==> src/lte_map.svh <==
// Register offsets, field positions and timing constants of the LIN timeout and error block
`ifndef LTE_MAP_SVH
`define LTE_MAP_SVH
`define LTE_ADDR_GCR1 4'h0
`define LTE_ADDR_GCR2 4'h1
`define LTE_ADDR_FORMAT 4'h2
`define LTE_ADDR_FLAGS 4'h3
`define LTE_ADDR_INTEN 4'h4
`define LTE_ADDR_ID 4'h5
`define LTE_ADDR_MASK 4'h6
`define LTE_ADDR_BAUD 4'h7
`define LTE_ADDR_CTRL 4'h8
`define LTE_ADDR_RXBYTE 4'h9
`define LTE_GCR1_PARITY 2
`define LTE_GCR1_CTYPE 12
`define LTE_GCR1_STOPEXT 13
`define LTE_GCR1_VERSION 14
`define LTE_GCR2_SENDCS 16
`define LTE_GCR2_CMPCS 17
`define LTE_FMT_CHAR_LO 16
`define LTE_FLG_BUSY 3
`define LTE_FLG_TIMEOUT 4
`define LTE_FLG_WAKE1 5
`define LTE_FLG_WAKE3 6
`define LTE_FLG_ID 13
`define LTE_FLG_BIT 24
`define LTE_FLG_PHYS 25
`define LTE_FLG_NRE 26
`define LTE_FLG_CKS 27
`define LTE_FLG_PAR 28
`define LTE_FLG_VALID 29
`define LTE_CTRL_HDR 0
`define LTE_CTRL_DATA 1
`define LTE_CTRL_END 2
`define LTE_CTRL_WAKE 3
`define LTE_CTRL_BITERR 4
`define LTE_CTRL_PHYSERR 5
`define LTE_CTRL_CKBYTE 6
`define LTE_ID_USER_EXT 6'h3e
`define LTE_ID_RES_EXT 6'h3f
`define LTE_ID_RES_FIRST 6'h3c
`define LTE_FRAME_BASE 8'h2c
`define LTE_BITS_PER_BYTE 8'h0a
`define LTE_CKS_GOOD 8'hff
`define LTE_IDLE_BITS 17'h13880
`define LTE_WAKE1_BITS 17'h00096
`define LTE_WAKE3_BITS 17'h1d4c0
`endif

==> src/lte_pkg.sv <==
// Types shared by the LIN timeout and error block
package lte_pkg;
    typedef enum logic [1:0] {
        LTE_IDLE,
        LTE_HEADER,
        LTE_RESPONSE,
        LTE_EXTENDED
    } lte_frame_t;
endpackage : lte_pkg

==> src/lte_bit_timer.sv <==
// Bit-time tick generator and bit-time counter with limit compare
`timescale 1ns/1ps
module lte_bit_timer #(
    parameter int W = 17
) (
    input wire logic clk_sys,
    input wire logic resetn,
    input wire logic [15:0] baud_div,
    input wire logic restart,
    input wire logic run,
    input wire logic [W-1:0] limit,
    output logic expired
);
    logic [15:0] presc_reg; // Clocks within one bit time
    logic [W-1:0] count_reg; // Whole bit times counted
    logic tick; // One pulse per bit time

    assign tick = run && (presc_reg >= baud_div);

    // Prescaler from the module clock down to bit time
    always_ff @(posedge clk_sys or negedge resetn) begin
        if (!resetn) begin
            presc_reg <= 16'h0000;
        end else if (restart || !run || tick) begin
            presc_reg <= 16'h0000;
        end else begin
            presc_reg <= presc_reg + 16'h0001;
        end
    end

    // Bit-time counter, saturates at the limit
    always_ff @(posedge clk_sys or negedge resetn) begin
        if (!resetn) begin
            count_reg <= '0;
        end else if (restart || !run) begin
            count_reg <= '0;
        end else if (tick && !expired) begin
            count_reg <= count_reg + {{(W-1){1'b0}}, 1'b1};
        end
    end

    assign expired = run && (count_reg >= limit);
endmodule : lte_bit_timer

==> src/lte_core.sv <==
// LIN timeout control, embedded checksum and error detector
`timescale 1ns/1ps
`include "lte_map.svh"
module lte_core #(
    parameter int TW = 17
) (
    input wire logic clk_sys,
    input wire logic resetn,
    input wire logic [3:0] reg_addr,
    input wire logic [31:0] reg_wdata,
    input wire logic reg_wr,
    input wire logic reg_rd,
    output logic [31:0] reg_rdata,
    input wire logic lin_rx,
    output logic cks_send,
    output logic [7:0] cks_byte,
    output logic irq
);
    logic [31:0] gcr1_reg; // Global control one
    logic [31:0] gcr2_reg; // Global control two
    logic [31:0] fmt_reg; // Frame format
    logic [31:0] flags_reg; // Sticky flags
    logic [31:0] inten_reg; // Interrupt enables
    logic [7:0] id_reg; // Node identifier
    logic [7:0] mask_reg; // Acceptance mask
    logic [15:0] baud_reg; // Clocks per bit minus one
    logic [7:0] rxbyte_reg; // Byte from the receiver
    logic [7:0] rxid_reg; // Received identifier
    logic [8:0] sum_reg; // Running checksum
    logic [31:0] rdata_reg; // Read data
    logic rx_prev_reg; // Previous bus level
    logic cks_send_reg; // Checkbyte strobe
    logic [7:0] cks_byte_reg; // Checkbyte value
    lte_pkg::lte_frame_t state_reg; // Frame phase
    logic [1:0] wake_cnt_reg; // Wakeup signals sent
    logic [31:0] set_bits; // Hardware flag events
    logic [31:0] clr_bits; // Software clears
    logic wr_ctrl, hdr_ev, data_ev, end_ev; // Control pulses
    logic [3:0] n_bytes; // Expected data bytes
    logic [TW-1:0] tmin, tmax; // Frame limits in bit times
    logic nre_run, nre_exp, idle_exp, wake_run, wake_exp; // Timer links
    logic [TW-1:0] wake_lim; // Wakeup limit
    logic edge_ev; // Bus transition
    logic enhanced; // Enhanced checksum in use
    logic [8:0] add1; // Sum of running value and byte
    logic [7:0] add_fold; // Carry folded back in
    logic par0, par1, par_bad; // Identifier parity
    logic id_match; // Filter hit

    assign wr_ctrl = reg_wr && (reg_addr == `LTE_ADDR_CTRL);
    assign hdr_ev = wr_ctrl && reg_wdata[`LTE_CTRL_HDR];
    assign data_ev = wr_ctrl && reg_wdata[`LTE_CTRL_DATA];
    assign end_ev = wr_ctrl && reg_wdata[`LTE_CTRL_END];
    assign edge_ev = (lin_rx != rx_prev_reg);

    // Control registers
    always_ff @(posedge clk_sys or negedge resetn) begin
        if (!resetn) begin
            gcr1_reg <= 32'h00000000;
            gcr2_reg <= 32'h00000000;
            fmt_reg <= 32'h00000000;
            inten_reg <= 32'h00000000;
            id_reg <= 8'h00;
            mask_reg <= 8'h00;
            baud_reg <= 16'h1387;
        end else if (reg_wr) begin
            case (reg_addr)
                `LTE_ADDR_GCR1: gcr1_reg <= reg_wdata;
                `LTE_ADDR_GCR2: gcr2_reg <= reg_wdata;
                `LTE_ADDR_FORMAT: fmt_reg <= reg_wdata;
                `LTE_ADDR_INTEN: inten_reg <= reg_wdata;
                `LTE_ADDR_ID: id_reg <= reg_wdata[7:0];
                `LTE_ADDR_MASK: mask_reg <= reg_wdata[7:0];
                `LTE_ADDR_BAUD: baud_reg <= reg_wdata[15:0];
                default: begin
                end
            endcase
        end else begin
            // Action bits self clear
            gcr1_reg[`LTE_GCR1_STOPEXT] <= 1'b0;
            gcr2_reg[`LTE_GCR2_SENDCS] <= 1'b0;
            gcr2_reg[`LTE_GCR2_CMPCS] <= 1'b0;
        end
    end

    // Received byte and identifier capture
    always_ff @(posedge clk_sys or negedge resetn) begin
        if (!resetn) begin
            rxbyte_reg <= 8'h00;
            rxid_reg <= 8'h00;
            rx_prev_reg <= 1'b1;
        end else begin
            rx_prev_reg <= lin_rx;
            if (reg_wr && reg_addr == `LTE_ADDR_RXBYTE) begin
                rxbyte_reg <= reg_wdata[7:0];
            end
            if (hdr_ev) begin
                rxid_reg <= rxbyte_reg;
            end
        end
    end

    // Identifier checks
    assign par0 = rxid_reg[0] ^ rxid_reg[1] ^ rxid_reg[2] ^ rxid_reg[4];
    assign par1 = ~(rxid_reg[1] ^ rxid_reg[3] ^ rxid_reg[4] ^ rxid_reg[5]);
    assign par_bad = gcr1_reg[`LTE_GCR1_PARITY] && ((par0 != rxid_reg[6]) || (par1 != rxid_reg[7]));
    assign id_match = ((rxid_reg ^ id_reg) & ~mask_reg) == 8'h00;
    // Reserved ids force classic
    assign enhanced = gcr1_reg[`LTE_GCR1_CTYPE] && (rxid_reg[5:0] < `LTE_ID_RES_FIRST);

    // Frame length
    always_comb begin
        n_bytes = 4'h2;
        if (gcr1_reg[`LTE_GCR1_VERSION]) begin
            n_bytes = {1'b0, fmt_reg[`LTE_FMT_CHAR_LO +: 3]} + 4'h1;
        end else begin
            case (rxid_reg[5:4])
                2'b10: n_bytes = 4'h4;
                2'b11: n_bytes = 4'h8;
                default: n_bytes = 4'h2;
            endcase
        end
    end
    assign tmin = TW'(`LTE_FRAME_BASE) + TW'(n_bytes) * TW'(`LTE_BITS_PER_BYTE);
    assign tmax = TW'(((tmin + TW'(1)) * TW'(14)) / TW'(10));

    // Frame phase tracking
    always_ff @(posedge clk_sys or negedge resetn) begin
        if (!resetn) begin
            state_reg <= lte_pkg::LTE_IDLE;
        end else begin
            case (state_reg)
                lte_pkg::LTE_IDLE: if (hdr_ev) state_reg <= lte_pkg::LTE_HEADER;
                lte_pkg::LTE_HEADER: begin
                    if (rxid_reg[5:0] == `LTE_ID_USER_EXT) begin
                        state_reg <= lte_pkg::LTE_EXTENDED;
                    end else begin
                        state_reg <= lte_pkg::LTE_RESPONSE;
                    end
                end
                lte_pkg::LTE_RESPONSE: begin
                    // A new header restarts an unfinished normal frame
                    if (hdr_ev) begin
                        state_reg <= lte_pkg::LTE_HEADER;
                    end else if (end_ev || nre_exp) begin
                        state_reg <= lte_pkg::LTE_IDLE;
                    end
                end
                lte_pkg::LTE_EXTENDED: begin
                    // Extended frame ends only on software stop
                    if (gcr1_reg[`LTE_GCR1_STOPEXT]) state_reg <= lte_pkg::LTE_IDLE;
                end
                default: state_reg <= lte_pkg::LTE_IDLE;
            endcase
        end
    end

    // No timeout for extended identifiers
    assign nre_run = (state_reg == lte_pkg::LTE_RESPONSE)
        && (rxid_reg[5:0] != `LTE_ID_USER_EXT) && (rxid_reg[5:0] != `LTE_ID_RES_EXT);

    // Response timer from header start
    lte_bit_timer #(.W(TW)) u_nre (
        .clk_sys(clk_sys),
        .resetn(resetn),
        .baud_div(baud_reg),
        .restart(hdr_ev),
        .run(nre_run || state_reg == lte_pkg::LTE_HEADER),
        .limit(tmax),
        .expired(nre_exp)
    );

    // Bus idle timer, restarted by any edge
    lte_bit_timer #(.W(TW)) u_idle (
        .clk_sys(clk_sys),
        .resetn(resetn),
        .baud_div(baud_reg),
        .restart(edge_ev),
        .run(1'b1),
        .limit(TW'(`LTE_IDLE_BITS)),
        .expired(idle_exp)
    );

    // Wakeup counting
    always_ff @(posedge clk_sys or negedge resetn) begin
        if (!resetn) begin
            wake_cnt_reg <= 2'h0;
            wake_run <= 1'b0;
        end else if (hdr_ev) begin
            wake_cnt_reg <= 2'h0;
            wake_run <= 1'b0;
        end else if (wr_ctrl && reg_wdata[`LTE_CTRL_WAKE]) begin
            wake_run <= 1'b1;
            wake_cnt_reg <= (wake_cnt_reg == 2'h3) ? 2'h1 : wake_cnt_reg + 2'h1;
        end else if (wake_exp) begin
            wake_run <= 1'b0;
        end
    end
    assign wake_lim = (wake_cnt_reg == 2'h3) ? TW'(`LTE_WAKE3_BITS) : TW'(`LTE_WAKE1_BITS);

    // Wait for master header after wakeup
    lte_bit_timer #(.W(TW)) u_wake (
        .clk_sys(clk_sys),
        .resetn(resetn),
        .baud_div(baud_reg),
        .restart(wr_ctrl && reg_wdata[`LTE_CTRL_WAKE]),
        .run(wake_run),
        .limit(wake_lim),
        .expired(wake_exp)
    );

    // Checksum accumulation with end-around carry
    assign add1 = {1'b0, sum_reg[7:0]} + {1'b0, rxbyte_reg};
    assign add_fold = add1[7:0] + {7'h00, add1[8]};
    always_ff @(posedge clk_sys or negedge resetn) begin
        if (!resetn) begin
            sum_reg <= 9'h000;
        end else if (hdr_ev) begin
            sum_reg <= 9'h000;
        end else if (state_reg == lte_pkg::LTE_HEADER) begin
            sum_reg <= enhanced ? {1'b0, rxid_reg} : 9'h000;
        end else if (data_ev) begin
            sum_reg <= {1'b0, add_fold};
        end else if (gcr2_reg[`LTE_GCR2_CMPCS]) begin
            sum_reg <= 9'h000;
        end
    end

    // Embedded checkbyte strobe for the transmitter
    always_ff @(posedge clk_sys or negedge resetn) begin
        if (!resetn) begin
            cks_send_reg <= 1'b0;
            cks_byte_reg <= 8'h00;
        end else begin
            cks_send_reg <= reg_wr && reg_addr == `LTE_ADDR_GCR2
                && reg_wdata[`LTE_GCR2_SENDCS] && state_reg == lte_pkg::LTE_EXTENDED;
            cks_byte_reg <= ~sum_reg[7:0];
        end
    end
    assign cks_send = cks_send_reg;
    assign cks_byte = cks_byte_reg;

    // Flag events
    always_comb begin
        set_bits = 32'h00000000;
        set_bits[`LTE_FLG_ID] = (state_reg == lte_pkg::LTE_HEADER)
            && rxid_reg[5:0] == `LTE_ID_USER_EXT && id_match && !par_bad;
        set_bits[`LTE_FLG_NRE] = nre_run && nre_exp;
        set_bits[`LTE_FLG_TIMEOUT] = idle_exp;
        set_bits[`LTE_FLG_WAKE1] = wake_exp && wake_cnt_reg != 2'h3;
        set_bits[`LTE_FLG_WAKE3] = wake_exp && wake_cnt_reg == 2'h3;
        set_bits[`LTE_FLG_PAR] = (state_reg == lte_pkg::LTE_HEADER) && par_bad;
        set_bits[`LTE_FLG_BIT] = wr_ctrl && reg_wdata[`LTE_CTRL_BITERR];
        set_bits[`LTE_FLG_PHYS] = wr_ctrl && reg_wdata[`LTE_CTRL_PHYSERR];
        set_bits[`LTE_FLG_CKS] = (gcr2_reg[`LTE_GCR2_CMPCS] && data_ev == 1'b0
            && sum_reg[7:0] != `LTE_CKS_GOOD)
            || (end_ev && add_fold != `LTE_CKS_GOOD);
        set_bits[`LTE_FLG_VALID] = end_ev && state_reg == lte_pkg::LTE_RESPONSE
            && ((flags_reg & 32'h1c000000) == 32'h00000000) && !par_bad
            && add_fold == `LTE_CKS_GOOD;
    end
    assign clr_bits = (reg_wr && reg_addr == `LTE_ADDR_FLAGS) ? reg_wdata : 32'h00000000;

    // Sticky flags, set beats clear
    always_ff @(posedge clk_sys or negedge resetn) begin
        if (!resetn) begin
            flags_reg <= 32'h00000000;
        end else begin
            flags_reg <= (flags_reg & ~clr_bits & ~(hdr_ev ? 32'h3f000000 : 32'h0)) | set_bits;
        end
    end

    // Interrupt from enabled flags, one cycle late
    always_ff @(posedge clk_sys or negedge resetn) begin
        if (!resetn) begin
            irq <= 1'b0;
        end else begin
            irq <= |(flags_reg & inten_reg);
        end
    end

    // Read port, data one cycle later
    always_ff @(posedge clk_sys or negedge resetn) begin
        if (!resetn) begin
            rdata_reg <= 32'h00000000;
        end else if (reg_rd) begin
            case (reg_addr)
                `LTE_ADDR_GCR1: rdata_reg <= gcr1_reg;
                `LTE_ADDR_GCR2: rdata_reg <= gcr2_reg;
                `LTE_ADDR_FORMAT: rdata_reg <= fmt_reg;
                `LTE_ADDR_FLAGS: rdata_reg <= flags_reg
                    | (32'h1 << `LTE_FLG_BUSY) * {31'h0, state_reg != lte_pkg::LTE_IDLE};
                `LTE_ADDR_INTEN: rdata_reg <= inten_reg;
                `LTE_ADDR_ID: rdata_reg <= {16'h0000, rxid_reg, id_reg};
                `LTE_ADDR_MASK: rdata_reg <= {24'h000000, mask_reg};
                `LTE_ADDR_BAUD: rdata_reg <= {16'h0000, baud_reg};
                `LTE_ADDR_RXBYTE: rdata_reg <= {23'h0, sum_reg};
                default: rdata_reg <= 32'h00000000;
            endcase
        end else begin
            rdata_reg <= 32'h00000000;
        end
    end
    assign reg_rdata = rdata_reg;

    // No-response flag only after the limit
    property p_nre_needs_expiry;
        @(posedge clk_sys) disable iff (!resetn)
        $rose(flags_reg[`LTE_FLG_NRE]) |-> $past(nre_exp) && $past(nre_run);
    endproperty
    a_nre_needs_expiry: assert property (p_nre_needs_expiry)
        else $error("no-response flag without expiry");

    // Extended ids never time out
    property p_ext_no_nre;
        @(posedge clk_sys) disable iff (!resetn)
        (rxid_reg[5:0] == `LTE_ID_USER_EXT || rxid_reg[5:0] == `LTE_ID_RES_EXT) |-> !nre_run;
    endproperty
    a_ext_no_nre: assert property (p_ext_no_nre)
        else $error("timeout running for extended id");

    // Limits from the formula
    property p_tmax_one;
        @(posedge clk_sys) disable iff (!resetn)
        (n_bytes == 4'h1) |-> (tmin == TW'(54)) && (tmax == TW'(77));
    endproperty
    a_tmax_one: assert property (p_tmax_one)
        else $error("frame limit wrong for one byte");

    property p_tmax_eight;
        @(posedge clk_sys) disable iff (!resetn)
        (n_bytes == 4'h8) |-> (tmin == TW'(124)) && (tmax == TW'(175));
    endproperty
    a_tmax_eight: assert property (p_tmax_eight)
        else $error("frame limit wrong for eight bytes");

    // Length coding for old versions
    property p_len_code;
        @(posedge clk_sys) disable iff (!resetn)
        !gcr1_reg[`LTE_GCR1_VERSION] && rxid_reg[5:4] == 2'b01 |-> n_bytes == 4'h2;
    endproperty
    a_len_code: assert property (p_len_code)
        else $error("length coding wrong");

    // Reserved ids classic
    property p_reserved_classic;
        @(posedge clk_sys) disable iff (!resetn)
        rxid_reg[5:0] >= `LTE_ID_RES_FIRST |-> !enhanced;
    endproperty
    a_reserved_classic: assert property (p_reserved_classic)
        else $error("enhanced checksum on reserved id");

    // Checkbyte strobe only in extended frames
    property p_cks_ext;
        @(posedge clk_sys) disable iff (!resetn)
        cks_send |-> $past(state_reg) == lte_pkg::LTE_EXTENDED;
    endproperty
    a_cks_ext: assert property (p_cks_ext)
        else $error("checkbyte outside extended frame");

    // Interrupt follows enabled flags
    property p_irq;
        @(posedge clk_sys) disable iff (!resetn)
        ##1 irq == |($past(flags_reg) & $past(inten_reg));
    endproperty
    a_irq: assert property (p_irq)
        else $error("interrupt does not follow flags");

    // Valid frame implies no checksum error
    property p_valid;
        @(posedge clk_sys) disable iff (!resetn)
        set_bits[`LTE_FLG_VALID] |-> !set_bits[`LTE_FLG_CKS];
    endproperty
    a_valid: assert property (p_valid)
        else $error("valid frame with checksum error");
endmodule : lte_core

==> config.mk <==
export PLATFORM = sky130hd
export DESIGN_NAME = lte_core
export DESIGN_NICKNAME = d
export VERILOG_FILES = /design/src/lte_pkg.sv /design/src/lte_bit_timer.sv /design/src/lte_core.sv
export VERILOG_INCLUDE_DIRS = /design/src
export SDC_FILE = /design/constraint.sdc
export NUM_CORES = 1
export LEC_CHECK = 0
export ABC_AREA = 1
export BUFFER_PORTS_ARGS = -buffer_cell sky130_fd_sc_hd__buf_4
export CAP_MARGIN = 20
export CORE_MARGIN = 1.5
export CORE_UTILIZATION = 55
export DETAILED_ROUTE_END_ITERATION = 8
export PLACE_DENSITY = 0.75
export SETUP_SLACK_MARGIN = 0.05
export SKIP_CTS_REPAIR_TIMING = 1
export SKIP_LAST_GASP = 1
export SLEW_MARGIN = 20
export SYNTH_ARGS = -nofsm -noshare
export SYNTH_HDL_FRONTEND = slang
export SYNTH_SLANG_ARGS = --single-unit
==> constraint.sdc <==
create_clock -name clk_sys -period 7.4 [get_ports clk_sys]
set_clock_uncertainty 0.2 [all_clocks]
set_input_delay 0.74 -clock clk_sys [delete_from_list [all_inputs] [get_ports clk_sys]]
set_output_delay 0.74 -clock clk_sys [all_outputs]
set_load 0.02 [all_outputs]
; ---- Word-level counts from Yosys, hierarchy flattened
; Cells that the tools add are included.
[op_classes]
n_addsub = 12
n_mul = 2
div = 1
magnitude_cmp = 7
eq_ne = 30
n_mux = 37
bitwise = 19
reduce_logical = 72
[ops]
columns = cell, n
row1 = 32-bit case mux with 9 select lines, 1
row2 = 17-bit two-way mux, 7
row3 = 32-bit AND, 3
row4 = 32-bit two-way mux, 2
row5 = 17-bit by 1-bit adder with 17-bit output (second input constant), 3
row6 = 16-bit by 1-bit adder with 16-bit output (second input constant), 3
row7 = 16-bit greater-or-equal comparator, 3
row8 = 16-bit two-way mux, 3
row9 = 1-bit logical AND, 37
row10 = 9-bit two-way mux, 4
row11 = 17-bit greater-or-equal comparator, 2
row12 = 32-bit zero test, 1
row13 = 30-bit NOT with 32-bit output, 1
row14 = 32-bit NOT, 1
row15 = 32-bit by 30-bit OR with 32-bit output, 1
row16 = 32-bit by 4-bit OR with 32-bit output, 1
row17 = 32-bit OR reduction, 1
row18 = 30-bit two-way mux, 1
row19 = 18-bit two-way mux, 1
row20 = 17-bit by 4-bit divider with 17-bit output (second input constant), 1
row21 = 17-bit greater-or-equal comparator (second input constant), 1
row22 = 4-bit by 3-bit == test with 1-bit output (second input constant), 4
row23 = 2-bit two-way mux, 8
row24 = 8-bit inequality test (second input constant), 2
row25 = 42 further kinds, 88
[word_totals]
register_bits = 364
inputBits = 41
out_inout_bits = 42
elab_cells = 207

; ---- Longest topological paths before layout
; Gate-level depths: netlist of run 1.
[logic_depth]
ltp_word = 14
mapped_depth = 67
mapped_depth_nobuf = 67

; ---- Modules after synthesis
; Synthesis of run 1 repeated with hierarchy kept, for this count alone.
[unflattened]
hier_cells = 2762
area_unflattened_um2 = 22059.9
[by_module_without_submodules]
columns = mod, instances, cells_each, area_per_inst_um2, seq_area_each_um2
row1 = lte_core, 1, 1559, 13163.9, 6616.3
row2 = lte_bit_timer, 3, 401, 2965.3, 825.8

; ---- Worst setup path after synthesis of run 1
; OpenSTA, ideal clock, no wires.
[synth_path]
kind = register to register
from = register fmt_reg[16]
to = register u_nre.count_reg[4]
setup_ns = 0.083
t_arrival_ns = 7.835
t_required_ns = 7.117
slack_ns = -0.718
stages_incl_launch_ff = 62
n_path_buf = 0
synth_period_minus_slack_ns = 8.118
cell_sequence = dfrtp_1 ha_1 inv_1 nand2_1 nand2_1 inv_1 ha_1 ha_1 fa_1 inv_1 o21ai_2 xnor2_1 inv_1 ha_1 xor2_1 ha_1 a21o_1 nor2_1 (+26 left out) nand2_2 nand2_2 a21oi_2 ha_1 nand2_1 nor2_1 a211oi_1 o21ai_0 nand3_1 nand2_1 nand3_1 a211oi_1 o21ai_0 nand2_1 inv_1 nor2_1 inv_1 o22ai_1
[synth_via]
elab_chain_len = 12
[synth_lines]
columns = element, line
row1 = start: declaration, lte_core.sv:21  ; logic [31:0] fmt_reg;
row2 = start signal: assignment, lte_core.sv:70  ; `LTE_ADDR_FORMAT: fmt_reg <= reg_wdata;
row3 = 3-bit by 1-bit adder with 4-bit output, lte_core.sv:115  ; n_bytes = {1'b0, fmt_reg[`LTE_FMT_CHAR_LO +: 3]} + 4'h1;
row4 = 4-bit two-way mux, lte_core.sv:114  ; if (gcr1_reg[`LTE_GCR1_VERSION]) begin
row5 = 4-bit by 3-bit multiplier with 7-bit output, lte_core.sv:124  ; assign tmin = TW'(`LTE_FRAME_BASE) + TW'(n_bytes) * TW'(`LTE_BITS_PER_BYTE);
row6 = 6-bit by 8-bit adder with 9-bit output, lte_core.sv:124
row7 = 9-bit by 1-bit adder with 10-bit output, lte_core.sv:125  ; assign tmax = TW'(((tmin + TW'(1)) * TW'(14)) / TW'(10));
row8 = 10-bit by 3-bit multiplier with 13-bit output, lte_core.sv:125
row9 = 17-bit by 4-bit divider with 17-bit output, lte_core.sv:125
row10 = 17-bit greater-or-equal comparator, lte_bit_timer.sv:42  ; assign expired = run && (count_reg >= limit);
row11 = 1-bit logical AND, lte_bit_timer.sv:42
row12 = 1-bit zero test, lte_bit_timer.sv:37  ; end else if (tick && !expired) begin
row13 = 1-bit logical AND, lte_bit_timer.sv:37
row14 = 2-bit nonzero test (no source line), n/a
row15 = end signal: assignment, lte_bit_timer.sv:38  ; count_reg <= count_reg + {{(W-1){1'b0}}, 1'b1};
row16 = end: declaration, lte_bit_timer.sv:15  ; logic [W-1:0] count_reg;
; No other way between the ends.
; A chain may end at the register's enable or synchronous reset.

; ---- Final worst setup path of run 1
; Ends and elaborated chain as after synthesis.

==> out/results.ini, run 1 <==
[sta]
rsz0062_at_grt=yes
tightest_slew_ns=1.02
maxSlewHeadroom_pct=31.8
max_freq_ghz=0.126
fin_ws_ns=-0.558
period_share_pct=108
final-max-slew-violation-count=0
post-route-min-period_ns=7.96
hold_viol_final=0
finalSetupViolCount=20

[status]
violations=setup timing
status=complete, but fails checks

[floorplanning]
die_w_um=190
die_y_um=190
row_count=68
initial_utilization_pct=55.8
coreArea_um2=34500
dieArea_um2=36100
ioPinCount=83

[yosys]
synthesis.area_um2=19200
synth_seq_area_share_pct=47.3
synth_edf_count=0
synth_cell_types=58
syn_inst=2295
yosysWarnings=0
syn_avg_cell_area_um2=8.38
synthesis.nets=2444
ys.flop_type=dfrtp_1
synthArstFlopShare_pct=100
ys_seq_elements=363

[setup_path]
crit_required_ns=7.66
critPathMaxFanout=7
critPathLaunchType=flip-flop
cpMaxStageDelayCell=fa_2
end_kind=flip-flop
crit_path_max_incr_delay_ns=0.44
cp_common_cell=nand2_2
arrival_ns=8.21
crit_type=reg2reg

[detailed_routing]
vias_per_cell=5.72
wl_um=51700
routed-wl-met3_um=3320
dr.first_iter.drc_count=1413
drt-pass1-iter-count=6
top_layer=met4
ant_nets=0
drc_errors=0
vias=16800
wl_met2_um=24800
wl_per_cell_um=17.7
wl_met1_um=21700

[final_layout]
synthToLayoutAreaGrowth_pct=18.1
antenna_cells=0
drive_above_1_share_pct=15.7
layout.nets=2591
utilization_pct=65.9
fin_area_um2=22700
n_fill_cell=2770

[grt]
track_usage_pct=28.7
antenna_found_initial=0
grt_pass1_vias=16500
grt_pass1_wl_um=82900
overflow=0
grt_max_degree=173

[clock_tree]
cts_buffers=40
cts_tree=yes
clk_latency_ns=0.55
cts.sinks=363
cts-root-buf=clkbuf_16
htreeDepth=2
clkSlewWorstSetupHoldPaths_ns=0.06
cts_max_path_buffers=3

[placed_design]
port_buffers=82
place_congestion=0.917
hpwl_um=34800
post_dp_cell_area_um2=21000

[worst_hold_path]
hp-class=in2async

[job]
cap_violations=0

[synthesized netlist by cell type (11+ instances only)]
cell type / count / area [um^2]
nand2_1: 480 / 1800
dfrtp_1: 355 / 8880
inv_1: 287 / 1080
o21ai_0: 281 / 1410
nor2_1: 146 / 548
a21oi_1: 132 / 661
ha_1: 104 / 1300
nand3_1: 73 / 365
clkbuf_1: 62 / 233
nor3_1: 46 / 230
o22ai_1: 40 / 250
xor2_1: 30 / 263
nor3b_1: 29 / 218
nand4_1: 25 / 156
nand2_2: 22 / 138
a221oi_1: 16 / 140
a31oi_1: 11 / 68.8
nand2_4: 11 / 124
xnor2_1: 11 / 96.3
[placed cells by master, fill, tap and decap left out, drive strengths merged, types with 10 or more instances in the layout]
master	netlist	final
nor3b	29	29
a31oi	11	11
o22ai	40	40
nand2	513	513
nor2	149	149
nor3	46	46
nand3	86	86
dfrtp	355	355
clkbuf	62	65
inv	296	296
clkinv	4	10
a221oi	16	16
ha	104	104
o21ai	285	285
xnor2	12	12
xor2	30	30
nand4	26	26
a21oi	133	133
buf	1	168
[cell families (layout without fill, tap and decap cells)]
family / Yosys count / count (layout) / share of synthesized area, %
compound gates: 550 / 550 / 16.1
xor+xnor: 42 / 42 / 2.01
fa+ha+maj: 108 / 108 / 7.19
buf+inv: 363 / 542 / 7.09
flops: 363 / 363 / 47.3
other cells: 1 / 1 / 0.0195
simple gates: 868 / 868 / 20.3
[layer usage]
metal,vias to the layer above,global-route usage [%]
met5,-,0
met3,118,3.73
met1,8056,38.6
met2,629,47.5
li1,7956,-
met4,0,11.1
[per-stage QoR]
| step | hold WS [ns] | instances | worst slack [ns] | TNS [ns] |
|---|---|---|---|---|
| CTS | 0.111 | 2917 | -0.702 | -11.75 |
| detailed placement | 0.273 | 2843 | -0.663 | -11.06 |
| global route | 0.116 | 2929 | -1.05 | -19.42 |
| finish | 0.0444 | 2929 | -0.558 | -9.60 |
| floorplan | 0.243 | 2295 | -0.0165 | -0.0165 |
| global placement | 0.263 | 2843 | -0.283 | -3.60 |
[critical path, delay by kind of cell (launching register included)]
kind            cells  cell delay, ns
compound gates      9            1.09
flops               1            0.38
buf+inv            12            1.04
simple gates       32            2.82
xor+xnor            2            0.37
fa+ha+maj           7            2.00
[cell type report]
cell class	instances	area, um^2	share of cell area, %
Clock inverter	9	86.3	0.380
Inverter	300	1140	5.03
Clock buffer	65	1230	5.41
Tap cell	455	569	2.51
Sequential cell	363	9090	40.1
Multi-Input combinational cell	1569	9260	40.8
Timing Repair Buffer	168	1320	5.80
[path summary, 6_finish.rpt]
path,from,slack (ns),to,cells after the start
max in group asynchronous,resetn,5.47,reg_rdata[16],2
hold / removal,resetn,0.04,u_wake.count_reg[10],1
min in group clk_sys,lin_rx,0.12,rx_prev_reg,1
setup reg to reg,fmt_reg[16],-0.56,u_nre.count_reg[4],62
hold reg to reg,gcr1_reg[22],0.28,gcr1_reg[22],2
setup / recovery,fmt_reg[16],-0.56,u_nre.count_reg[4],62
Power of run 1 is not shown: default switching activity piles up to over one toggle a cycle in this logic, so the estimate is an artifact.
==> inputs of run 2 (changes only) <==
--- a/config.mk
+++ b/config.mk
@@ -6,7 +6,6 @@
 export SDC_FILE = /design/constraint.sdc
 export NUM_CORES = 1
 export LEC_CHECK = 0
-export ABC_AREA = 1
 export BUFFER_PORTS_ARGS = -buffer_cell sky130_fd_sc_hd__buf_4
 export CAP_MARGIN = 20
 export CORE_MARGIN = 1.5
==> run 2 against run 1 <==
The run still ends with setup timing left. Critical path depth fell by 23. Die area rose by 0.90%. Area after synthesis rose by 0.91%. Register-to-register slack got worse by 0.96 ns. Count of clock-buffer cells in the layout fell by 7. Cell area rose by 1.4%. Synthesized cell count fell by 21%. Non-clock buffer count rose by 39. Sequential share of layout area fell by 0.55 points. Setup slack got worse by 0.96 ns. Largest cell class unchanged.
==> out/results.ini, run 2 <==
[final_layout]
layout.nets=2138  ; -17%
drive_above_1_share_pct=26.4  ; +11 points
most-common-layout-cells=353 x dfrtp_1, 200 x buf_4, 166 x mux2_2
synthToLayoutAreaGrowth_pct=18.7
final_common_cell=dfrtp_1

[setup_path]
crit_type=reg2reg
r2r_end=u_nre.count_reg[6]
arrival_ns=9.23  ; +1.02 ns
critPathMaxFanout=7  ; unchanged
cp_common_cell=o21a_1
regToRegSetupSlack_ns=-1.52  ; -0.96 ns
crit_path_max_incr_delay_ns=0.56  ; +0.12 ns
critPathLaunchType=flip-flop
regToRegStartpoint=fmt_reg[16]
r2r_cells=39  ; -37%
end_kind=flip-flop
crit_required_ns=7.71  ; +0.05 ns
cpMaxStageDelayCell=or4_4

[grt]
track_usage_pct=29.2  ; +0.49 points
overflow=0  ; unchanged
grt_max_degree=169  ; -2.3%
grt_pass1_wl_um=83200  ; +0.42%
grt_pass1_vias=15500  ; -6.0%
antenna_found_initial=1  ; +1

[floorplanning]
die_w_um=191  ; +0.45%
dieArea_um2=36400  ; +0.90%
coreArea_um2=34600  ; +0.49%
row_count=68  ; unchanged
ioPinCount=83  ; unchanged
initial_utilization_pct=56.0  ; +0.23 points
die_y_um=191  ; +0.45%

[sta]
final-max-slew-violation-count=0  ; unchanged
period_share_pct=121  ; +13 points
tns_ns=-18.31  ; -8.70 ns
hold_viol_final=0  ; unchanged
finalSetupViolCount=13  ; -35%
tightest_slew_ns=1.03  ; +0.00765 ns
rsz0062_at_grt=yes
max_freq_ghz=0.112  ; -11%
post-route-min-period_ns=8.92  ; +0.964 ns
fin_ws_ns=-1.52  ; -0.964 ns
maxSlewHeadroom_pct=31.3  ; -0.51 points

[yosys]
synthDominantCellAreaShare_pct=45.8  ; -0.42 points
synth_edf_count=0  ; unchanged
synthesis.nets=1970  ; -19%
yosys.area.top_type=dfrtp_1
synthArstFlopShare_pct=100  ; unchanged
netlist_top_cells_count=355 x dfrtp_1, 167 x mux2_2, 137 x nand2_1
synth.area.top_cells=dfrtp_1 46%, mux2_2 9.7%, ha_1 6.7%, a22oi_1 3.0%, xor2_1 2.7%
syn_inst=1821  ; -21%
syn_avg_cell_area_um2=10.7  ; +27%
synth_cell_types=84  ; +45%
synthesis.area_um2=19400  ; +0.91%
ys.flop_type=dfrtp_1
ys_seq_elements=363  ; unchanged
synth_seq_area_share_pct=46.9  ; -0.43 points
synth.most_common_cell=dfrtp_1
yosysWarnings=0  ; unchanged

[placed_design]
place_congestion=0.885  ; -3.5%
port_buffers=82  ; unchanged
place_ws_ns=-1.50  ; -0.838 ns
hpwl_um=35300  ; +1.5%

[detailed_routing]
wl_um=52200  ; +0.99%
ant_nets=0  ; unchanged
vias=15400  ; -8.0%
drc_errors=0  ; unchanged
dr.first_iter.drc_count=1082  ; -23%
drt-pass1-iter-count=7  ; +1
wl_per_cell_um=21.1  ; +20%
vias_per_cell=6.23  ; +8.9%

[worst_hold_path]
min_from=lin_rx
hold_depth=1
hp-class=in2reg
min_to=rx_prev_reg

[clock_tree]
cts_max_path_buffers=3  ; unchanged
cts_tree=yes
htreeDepth=2  ; unchanged
clkSlewWorstSetupHoldPaths_ns=0.06  ; about the same
cts-root-buf=clkbuf_16
cts.sinks=363  ; unchanged
cts_buffers=41  ; +2.5%
clk_latency_ns=0.58  ; +0.03 ns

[job]
cap_violations=0  ; unchanged

[status]
violations=setup timing
status=complete, but fails checks

run 2: worst max-delay path by stage:
| stage | end | slack, ns | startpoint |
|---|---|---|---|
| finish | u_nre.count_reg[6] | -1.52 | fmt_reg[16] |
| global route | u_nre.count_reg[4] | -1.96 | fmt_reg[16] |
| CTS | u_nre.count_reg[8] | -1.56 | fmt_reg[16] |
| detailed placement | u_nre.count_reg[5] | -1.50 | fmt_reg[17] |
| global placement | u_nre.count_reg[8] | -1.35 | fmt_reg[16] |
| floorplan | u_nre.count_reg[5] | -1.51 | fmt_reg[16] |
run 2: critical path, delay by kind of cell (launching register included):
kind / cells / cell delay, ns
buffers and inverters: 2 / 0.15
and+or+nand+nor: 7 / 1.97
AOI/OAI and AO/OA: 16 / 2.70
adders and majority gates: 7 / 2.02
xor gates and xnor gates: 5 / 0.79
DFF: 1 / 0.44
muxes: 2 / 0.57
run 2: cell type report:
class | instances | area [um^2]
fill | 2624 | 11600
multi-input combinational | 1310 | 10200
sequential | 363 | 9100
timing repair buffer | 207 | 1600
clock buffer | 58 | 1180
tap | 455 | 569
inverter | 66 | 248
clock inverter | 13 | 158
antenna | 2 | 5.00
run 2: layer usage:
layer	routed length, um	GRT usage (%)	part of all wire [%]
met5	0	0	0
met4	2040	11.4	3.9
met3	3950	6.68	7.6
met2	24600	47.1	47
met1	21700	38.2	41
run 2: stage by stage:
stage          instances  utilization (%)  hold slack [ns]  cell area, um^2
2_1_floorplan       1821                -            0.244            19500
3_3_place_gp        2391             61.5            0.263            21300
3_5_place_dp        2391             61.5            0.275            21300
4_1_cts             2462             65.3          -0.0554            22600
5_1_grt             2472             66.5           0.0784            23000
6_report            2474             66.5           0.0976            23000
run 2: logic make-up after synthesis:
group / after synthesis / share of synthesized area, %
AOI/OAI and AO/OA: 393 / 14.3
and+or+nand+nor: 501 / 12.5
buffers and inverters: 149 / 2.97
DFF: 363 / 46.9
muxes: 189 / 10.8
xor gates and xnor gates: 115 / 5.19
other: 1 / 0.0193
adders and majority gates: 110 / 7.22
Power of run 2 is left out for the same reason.
